**src/tpif_pkg.sv**
```systemverilog
package tpif_pkg;

   // ----------------------------------------------------------------
   // register map
   // ----------------------------------------------------------------
   localparam logic [7:0] FLG_T1_OFS    = 8'h0b; // timer1_irq_flags
   localparam logic [7:0] FLG_T0_OFS    = 8'h38; // timer0_irq_flags
   localparam logic [7:0] GTC_OFS       = 8'h23; // general_timer_control
   localparam logic [7:0] MASK_T0_OFS   = 8'h39; // timer 0 irq enables
   localparam logic [7:0] MASK_T1_OFS   = 8'h0c; // timer 1 irq enables
   localparam logic [7:0] CS_T0_OFS     = 8'h33; // timer 0 clock select
   localparam logic [7:0] CS_T1_OFS     = 8'h2e; // timer 1 clock select
   localparam logic [7:0] CMPA_T0_OFS   = 8'h36;
   localparam logic [7:0] CMPB_T0_OFS   = 8'h3c;
   localparam logic [7:0] CMPA_T1_OFS   = 8'h2c;
   localparam logic [7:0] CMPB_T1_OFS   = 8'h2b;
   localparam logic [7:0] CNT_T0_OFS    = 8'h32;
   localparam logic [7:0] CNT_T1_OFS    = 8'h2d;

   // ----------------------------------------------------------------
   // field positions and reset values
   // ----------------------------------------------------------------
   localparam int         OVF_BIT       = 0;
   localparam int         CMPA_BIT      = 1;
   localparam int         CMPB_BIT      = 2;
   localparam int         PSR_BIT       = 0;
   localparam int         SYNC_BIT      = 7;
   localparam logic [7:0] REG_RST       = 8'h00;

   // ----------------------------------------------------------------
   // clock select codes and prescaler taps
   // ----------------------------------------------------------------
   localparam logic [2:0] CS_STOP       = 3'h0;
   localparam logic [2:0] CS_DIRECT     = 3'h1;
   localparam logic [2:0] CS_DIV8       = 3'h2;
   localparam logic [2:0] CS_DIV64      = 3'h3;
   localparam logic [2:0] CS_DIV256     = 3'h4;
   localparam logic [2:0] CS_DIV1024    = 3'h5;
   localparam logic [2:0] CS_EXT_FALL   = 3'h6;
   localparam logic [2:0] CS_EXT_RISE   = 3'h7;
   localparam logic [9:0] TAP8_MASK     = 10'h007;
   localparam logic [9:0] TAP64_MASK    = 10'h03f;
   localparam logic [9:0] TAP256_MASK   = 10'h0ff;
   localparam logic [9:0] TAP1024_MASK  = 10'h3ff;

endpackage : tpif_pkg

```
**src/tpif_timer.sv**
```systemverilog
`timescale 1ns/100ps

// one 8-bit counter with its own clock select, sync and flags
module tpif_timer (
   // clock and reset
   input  wire logic       ref_clk,
   input  wire logic       rst_n,
   // shared prescaler
   input  wire logic       pre_hold,
   input  wire logic [9:0] pre_cnt,
   // external count pin
   input  wire logic       external_count_pin,
   // configuration
   input  wire logic [2:0] clock_source_select,
   input  wire logic [7:0] compare_value_a,
   input  wire logic [7:0] compare_value_b,
   input  wire logic       cnt_wr,
   input  wire logic [7:0] cnt_wdata,
   // flag clearing
   input  wire logic [2:0] flag_clr,
   // results
   output logic      [7:0] cnt_q,
   output logic      [2:0] flags_q,
   output logic            external_timer_tick
);

   // ----------------------------------------------------------------
   // pin sampling
   // ----------------------------------------------------------------
   logic       pin_lat;
   logic       sync1_q;
   logic       sync2_q;
   logic       prev_q;
   logic       tick;
   logic       ovf_ev;

   // latch open while the clock is high, modelled on the falling edge
   always_ff @(negedge ref_clk or negedge rst_n) begin
      if (!rst_n) pin_lat <= 1'b0;
      else        pin_lat <= external_count_pin;
   end

   // two stage synchroniser then edge history
   always_ff @(posedge ref_clk or negedge rst_n) begin
      if (!rst_n) begin
         sync1_q <= 1'b0;
         sync2_q <= 1'b0;
         prev_q  <= 1'b0;
      end else begin
         sync1_q <= pin_lat;
         sync2_q <= sync1_q;
         prev_q  <= sync2_q;
      end
   end

   // edge detector picks the edge by clock select, no prescaling
   always_comb begin
      unique case (clock_source_select)
         tpif_pkg::CS_EXT_RISE: external_timer_tick = sync2_q & ~prev_q;
         tpif_pkg::CS_EXT_FALL: external_timer_tick = ~sync2_q & prev_q;
         default:               external_timer_tick = 1'b0;
      endcase
   end

   // ----------------------------------------------------------------
   // tick selection
   // ----------------------------------------------------------------
   always_comb begin
      unique case (clock_source_select)
         tpif_pkg::CS_STOP:     tick = 1'b0;
         tpif_pkg::CS_DIRECT:   tick = 1'b1;
         tpif_pkg::CS_DIV8:     tick = !pre_hold &&
            ((pre_cnt & tpif_pkg::TAP8_MASK) == tpif_pkg::TAP8_MASK);
         tpif_pkg::CS_DIV64:    tick = !pre_hold &&
            ((pre_cnt & tpif_pkg::TAP64_MASK) == tpif_pkg::TAP64_MASK);
         tpif_pkg::CS_DIV256:   tick = !pre_hold &&
            ((pre_cnt & tpif_pkg::TAP256_MASK) == tpif_pkg::TAP256_MASK);
         tpif_pkg::CS_DIV1024:  tick = !pre_hold &&
            ((pre_cnt & tpif_pkg::TAP1024_MASK) == tpif_pkg::TAP1024_MASK);
         default:               tick = external_timer_tick;
      endcase
   end

   assign ovf_ev = tick && (cnt_q == 8'hff);

   // ----------------------------------------------------------------
   // counter
   // ----------------------------------------------------------------
   always_ff @(posedge ref_clk or negedge rst_n) begin
      if (!rst_n)      cnt_q <= tpif_pkg::REG_RST;
      else if (cnt_wr) cnt_q <= cnt_wdata;
      else if (tick)   cnt_q <= cnt_q + 8'h01;
   end

   // ----------------------------------------------------------------
   // flags: set beats clear, zero written leaves a flag alone
   // ----------------------------------------------------------------
   always_ff @(posedge ref_clk or negedge rst_n) begin
      if (!rst_n) begin
         flags_q <= 3'h0;
      end else begin
         flags_q[tpif_pkg::OVF_BIT] <= ovf_ev |
            (flags_q[tpif_pkg::OVF_BIT] & ~flag_clr[tpif_pkg::OVF_BIT]);
         // a compare match only counts on a timer tick, so a stopped
         // counter resting on its compare value does not re-set the flag
         flags_q[tpif_pkg::CMPA_BIT] <= (tick && cnt_q == compare_value_a) |
            (flags_q[tpif_pkg::CMPA_BIT] & ~flag_clr[tpif_pkg::CMPA_BIT]);
         flags_q[tpif_pkg::CMPB_BIT] <= (tick && cnt_q == compare_value_b) |
            (flags_q[tpif_pkg::CMPB_BIT] & ~flag_clr[tpif_pkg::CMPB_BIT]);
      end
   end

endmodule : tpif_timer

```
**src/tpif_top.sv**
```systemverilog
// Design decision made here: strobed register access.
`timescale 1ns/100ps

module tpif_top (
   // clock and reset
   input  wire logic       ref_clk,
   input  wire logic       rst_n,
   // register port
   input  wire logic [7:0] reg_addr,
   input  wire logic [7:0] reg_wdata,
   input  wire logic       reg_wr,
   input  wire logic       reg_rd,
   output logic      [7:0] reg_rdata,
   // cpu side
   input  wire logic       global_irq_en,
   input  wire logic [5:0] vector_ack,
   output logic      [5:0] irq_req,
   // external count pins
   input  wire logic [1:0] external_count_pin
);

   // ----------------------------------------------------------------
   // control state
   // ----------------------------------------------------------------
   logic [2:0] irq_en_q [2];
   logic [2:0] cs_q     [2];
   logic [7:0] cmpa_q   [2];
   logic [7:0] cmpb_q   [2];
   logic [7:0] cnt      [2];
   logic [2:0] flags    [2];
   logic [2:0] clr      [2];
   logic [1:0] cnt_wr;
   logic       sync_hold_mode_q;
   logic       prescaler_reset_bit_q;
   logic [9:0] pre_cnt_q;
   logic       gtc_wr;
   logic [7:0] rdata_d;

   assign gtc_wr = reg_wr && (reg_addr == tpif_pkg::GTC_OFS);

   // sync hold and prescaler reset bits
   always_ff @(posedge ref_clk or negedge rst_n) begin
      if (!rst_n) begin
         sync_hold_mode_q      <= 1'b0;
         prescaler_reset_bit_q <= 1'b0;
      end else if (gtc_wr) begin
         sync_hold_mode_q      <= reg_wdata[tpif_pkg::SYNC_BIT];
         // only kept while hold mode is written one
         prescaler_reset_bit_q <= reg_wdata[tpif_pkg::SYNC_BIT] &
                                  reg_wdata[tpif_pkg::PSR_BIT];
      end else if (!sync_hold_mode_q) begin
         prescaler_reset_bit_q <= 1'b0;
      end
   end

   // free running shared prescaler, reset by the written bit
   always_ff @(posedge ref_clk or negedge rst_n) begin
      if (!rst_n)
         pre_cnt_q <= 10'h000;
      else if (prescaler_reset_bit_q ||
               (gtc_wr && reg_wdata[tpif_pkg::PSR_BIT]))
         pre_cnt_q <= 10'h000;
      else
         pre_cnt_q <= pre_cnt_q + 10'h001;
   end

   // ----------------------------------------------------------------
   // per-timer registers and instances
   // ----------------------------------------------------------------
   genvar g;
   generate
      for (g = 0; g < 2; g++) begin : g_tmr
         localparam logic [7:0] MASK_OFS = (g == 0) ?
            tpif_pkg::MASK_T0_OFS : tpif_pkg::MASK_T1_OFS;
         localparam logic [7:0] CS_OFS   = (g == 0) ?
            tpif_pkg::CS_T0_OFS : tpif_pkg::CS_T1_OFS;
         localparam logic [7:0] CMPA_OFS = (g == 0) ?
            tpif_pkg::CMPA_T0_OFS : tpif_pkg::CMPA_T1_OFS;
         localparam logic [7:0] CMPB_OFS = (g == 0) ?
            tpif_pkg::CMPB_T0_OFS : tpif_pkg::CMPB_T1_OFS;
         localparam logic [7:0] FLG_OFS  = (g == 0) ?
            tpif_pkg::FLG_T0_OFS : tpif_pkg::FLG_T1_OFS;
         localparam logic [7:0] CNT_OFS  = (g == 0) ?
            tpif_pkg::CNT_T0_OFS : tpif_pkg::CNT_T1_OFS;

         // software writable configuration of this timer
         always_ff @(posedge ref_clk or negedge rst_n) begin
            if (!rst_n) begin
               irq_en_q[g] <= 3'h0;
               cs_q[g]     <= tpif_pkg::CS_STOP;
               cmpa_q[g]   <= tpif_pkg::REG_RST;
               cmpb_q[g]   <= tpif_pkg::REG_RST;
            end else if (reg_wr) begin
               if (reg_addr == MASK_OFS) irq_en_q[g] <= reg_wdata[2:0];
               if (reg_addr == CS_OFS)   cs_q[g]     <= reg_wdata[2:0];
               if (reg_addr == CMPA_OFS) cmpa_q[g]   <= reg_wdata;
               if (reg_addr == CMPB_OFS) cmpb_q[g]   <= reg_wdata;
            end
         end

         // a one written clears, as does the vector acknowledge
         assign clr[g] = ((reg_wr && reg_addr == FLG_OFS) ?
                          reg_wdata[2:0] : 3'h0) |
                         vector_ack[3*g +: 3];
         assign cnt_wr[g] = reg_wr && (reg_addr == CNT_OFS);

         // irq request gated by enable and global bit
         assign irq_req[3*g +: 3] = flags[g] & irq_en_q[g] &
                                    {3{global_irq_en}};

         tpif_timer u_timer (
            .ref_clk             (ref_clk),
            .rst_n               (rst_n),
            .pre_hold            (prescaler_reset_bit_q),
            .pre_cnt             (pre_cnt_q),
            .external_count_pin  (external_count_pin[g]),
            .clock_source_select (cs_q[g]),
            .compare_value_a     (cmpa_q[g]),
            .compare_value_b     (cmpb_q[g]),
            .cnt_wr              (cnt_wr[g]),
            .cnt_wdata           (reg_wdata),
            .flag_clr            (clr[g]),
            .cnt_q               (cnt[g]),
            .flags_q             (flags[g]),
            .external_timer_tick ()
         );
      end
   endgenerate

   // ----------------------------------------------------------------
   // read mux, data one cycle after the strobe
   // ----------------------------------------------------------------
   always_comb begin
      rdata_d = 8'h00;
      unique case (reg_addr)
         tpif_pkg::FLG_T0_OFS:  rdata_d = {5'h00, flags[0]};
         tpif_pkg::FLG_T1_OFS:  rdata_d = {5'h00, flags[1]};
         tpif_pkg::MASK_T0_OFS: rdata_d = {5'h00, irq_en_q[0]};
         tpif_pkg::MASK_T1_OFS: rdata_d = {5'h00, irq_en_q[1]};
         tpif_pkg::CS_T0_OFS:   rdata_d = {5'h00, cs_q[0]};
         tpif_pkg::CS_T1_OFS:   rdata_d = {5'h00, cs_q[1]};
         tpif_pkg::CMPA_T0_OFS: rdata_d = cmpa_q[0];
         tpif_pkg::CMPA_T1_OFS: rdata_d = cmpa_q[1];
         tpif_pkg::CMPB_T0_OFS: rdata_d = cmpb_q[0];
         tpif_pkg::CMPB_T1_OFS: rdata_d = cmpb_q[1];
         tpif_pkg::CNT_T0_OFS:  rdata_d = cnt[0];
         tpif_pkg::CNT_T1_OFS:  rdata_d = cnt[1];
         tpif_pkg::GTC_OFS:     rdata_d = {sync_hold_mode_q, 6'h00,
                                           prescaler_reset_bit_q};
         default:               rdata_d = 8'h00;
      endcase
   end

   // registered read data, zero when no read
   always_ff @(posedge ref_clk or negedge rst_n) begin
      if (!rst_n)      reg_rdata <= 8'h00;
      else if (reg_rd) reg_rdata <= rdata_d;
      else             reg_rdata <= 8'h00;
   end
endmodule : tpif_top
```
**config.mk**
```make
export PLATFORM = sky130hd
export DESIGN_NAME = tpif_top
export DESIGN_NICKNAME = d
export VERILOG_FILES = /design/src/tpif_pkg.sv /design/src/tpif_timer.sv /design/src/tpif_top.sv
export SDC_FILE = /design/constraint.sdc
export NUM_CORES = 1
export LEC_CHECK = 0
export ABC_CLOCK_PERIOD_IN_PS = 3830
export BUFFER_PORTS_ARGS = -buffer_cell sky130_fd_sc_hd__buf_2
export CAP_MARGIN = 25
export CORE_ASPECT_RATIO = 1.5
export CORE_MARGIN = 10
export CORE_UTILIZATION = 60
export CTS_CLUSTER_DIAMETER = 50
export DETAILED_ROUTE_END_ITERATION = 6
export PLACE_DENSITY = 0.88
export SYNTH_ARGS = -nofsm -noshare
export SYNTH_HDL_FRONTEND = slang
export SYNTH_HIERARCHICAL = 1
export SYNTH_SLANG_ARGS = --single-unit
```
**constraint.sdc**
```tcl
create_clock -name ref_clk -period 3.83 [get_ports ref_clk]
set_input_delay 0.1915 -clock ref_clk [delete_from_list [all_inputs] [get_ports ref_clk]]
set_output_delay 0.1915 -clock ref_clk [all_outputs]
set_load 0.01 [all_outputs]
```
==> results.toml <==
[outcome]
status = "finished clean"

[cells_and_area]
seqCellArea_um2 = 2350
drive_gt1_frac = 0.220
antennaDiodeCount = 0
final_util = 0.664
fill_cells = 689
finish.instance_area_um2 = 6110
nets = 608
areaGrowthSynthToFinish_pct = 8.84
multi_input_area_um2 = 3040

[setup_path]
cp-startpoint = "rst_n"
startpoint_type = "input pin"
cp.depth = 2
reg2reg_to = "g_tmr[1].u_timer/sync1_q"
critical-path-slowest-cell = "dlygate4sd3_1"
worst-path-max-fanout = 30
critPathMaxStageDelay_ps = 530
rrSetupSlack_ps = 1470
required_ps = 2480
worst_path_dominant_cell_family = "buffers and inverters"
endpoint = "g_tmr[1].u_timer/pin_lat"
crit_chain = "dlygate4sd3_1, buf_4"
crit_arrival_ps = 1090
end_kind = "async pin"
path_buf_inv = 2
r2r_cells = 0
critical_path_class = "in2async"
reg2reg_from = "g_tmr[1].u_timer/pin_lat"

[sta]
finClkSkew_ps = 7.43
rsz0062_at_grt = "false"
relSlewSlack = 0.374
tns_ps = 0
setup_slack_ps = 1400
setup_viol = 0
slew_viol_final = 0
tightest_slew_ps = 915
hold_violations = 0

[routing]
wire_per_inst_um = 22.8
drt-total-wl_mm = 15.8
firstDrtPassIters = 5
drtIter0Drc = 410
drcViolationCount = 0
ant_nets = 0
vias_per_cell = 6.85
dr_total_vias = 4749

[power_and_ir_drop]
internal_power_w = 0.00180
clkPwrFrac = 0.316
netSwitchingPower_w = 0.000863
p_leak_nw = 2.65
seqPwrFrac = 0.492
p_comb_frac = 0.192
powerDensity_nw_per_um2 = 436
p_sw_frac = 0.324
ir_worst_vdd_mv = 0.266

[floorplan]
rows = 43
io_pins = 43
initial_core_util = 0.610
dieHeight_um = 138
core_area_um2 = 9200
die_x_um = 99
die_area_um2 = 13700

[global_route]
antenna_found_initial = 0
overflow = 0
grt_pass1_vias = 4841
grt_pass1_wl_mm = 25.3
grtUsageTotal = 0.228
grt_max_degree = 66

[clock_network]
holdBufCountCts = 1
postCtsSetupBuffers = 0
cts_max_path_buffers = 2
ctsRootBufferMaster = "clkbuf_16"
cts-resized-gates = 0
numCtsBuffers = 9
clk_pin_slew_worst_paths_ps = 70
cts_max_level = 3
cts_tree = "built"
clock_sinks = 94
insertion_delay_ps = 350

[synth]
synth_fp_nets = 585
synth_cells = 553
syn_area_per_cell_um2 = 10.2
yosysWarnings = 6
synth_area_um2 = 5620

[job]
drv_cap = 0

[place]
gp_congestion = 0.968
place_ws_ps = 1470
placed_cell_area_um2 = 5830
portBuffers = 42
post-dp-hpwl_mm = 11.4

[worst_hold_path]
hold_class = "in2reg"
-- routing by layer --
layer  vias to the layer above  wire (µm)  GRT usage  share of wire
li1                       2081          -          -              -
met1                      2329       5820      0.260           0.37
met2                       252       7930      0.379           0.50
met3                        87       1000     0.0354          0.064
met4                         0       1020      0.155          0.064
met5                         -          0          0              0
-- registers in the layout, summed over array words and instances (netlist names) --
name,cells
cmpb_q,16
cs_q,6
g_tmr.u_timer/prev_q,2
g_tmr.u_timer/flags_q,6
sync_hold_mode_q,1
cmpa_q,16
pre_cnt_q,10
prescaler_reset_bit_q,1
irq_en_q,6
g_tmr.u_timer/cnt_q,16
g_tmr.u_timer/sync1_q,2
reg_rdata,8
g_tmr.u_timer/pin_lat,2
g_tmr.u_timer/sync2_q,2
-- worst min path at each step --
| stage | start | end | cells after the start |
|---|---|---|---|
| global placement | rst_n | g_tmr[1].u_timer/cnt_q[7] | 1 |
| finish | vector_ack[0] | g_tmr[0].u_timer/flags_q[0] | 3 |
| CTS | vector_ack[3] | g_tmr[1].u_timer/flags_q[0] | 3 |
| floorplan | rst_n | cmpa_q[0] | 0 |
| detailed placement | rst_n | g_tmr[1].u_timer/cnt_q[7] | 1 |
| global route | vector_ack[4] | g_tmr[1].u_timer/flags_q[1] | 3 |
-- placed cells by master (no fill, tap or decap), types with 16 or more instances in the layout --
master    n
a22oi_1  16
buf_2    41
dfrtp_1  92
inv_1    18
mux2_2   38
nand2_1  32
nand3_1  29
nor2_1   39
o21ai_0  21
xnor2_1  37
-- area by class of cell --
class                   count  share of cell area
multi-input cells         408               0.497
flip-flops and latches     94               0.385
clock buffers              12              0.0403
repair buffers             45              0.0389
well taps                 112              0.0229
inverters                  18              0.0111
clock inverters             4             0.00512
-- per-stage QoR --
stage               cells  power [W]  hold WS, ps
floorplan             553    0.00165         -104
global placement      676    0.00178          143
detailed placement    676    0.00182          153
CTS                   693    0.00266         90.1
global route          693    0.00278          118
finish                693    0.00267         94.9
-- power by group through the flow --
stage,sequential [W],clock (W),combinational [W]
4_1_cts,0.00130,0.000853,0.000508
5_1_grt,0.00132,0.000890,0.000574
6_report,0.00131,0.000843,0.000511
2_1_floorplan,0.00122,0,0.000433
3_3_place_gp,0.00131,0,0.000477
3_5_place_dp,0.00132,0,0.000503
No activity file was read; power rests on OpenSTA's default activity.
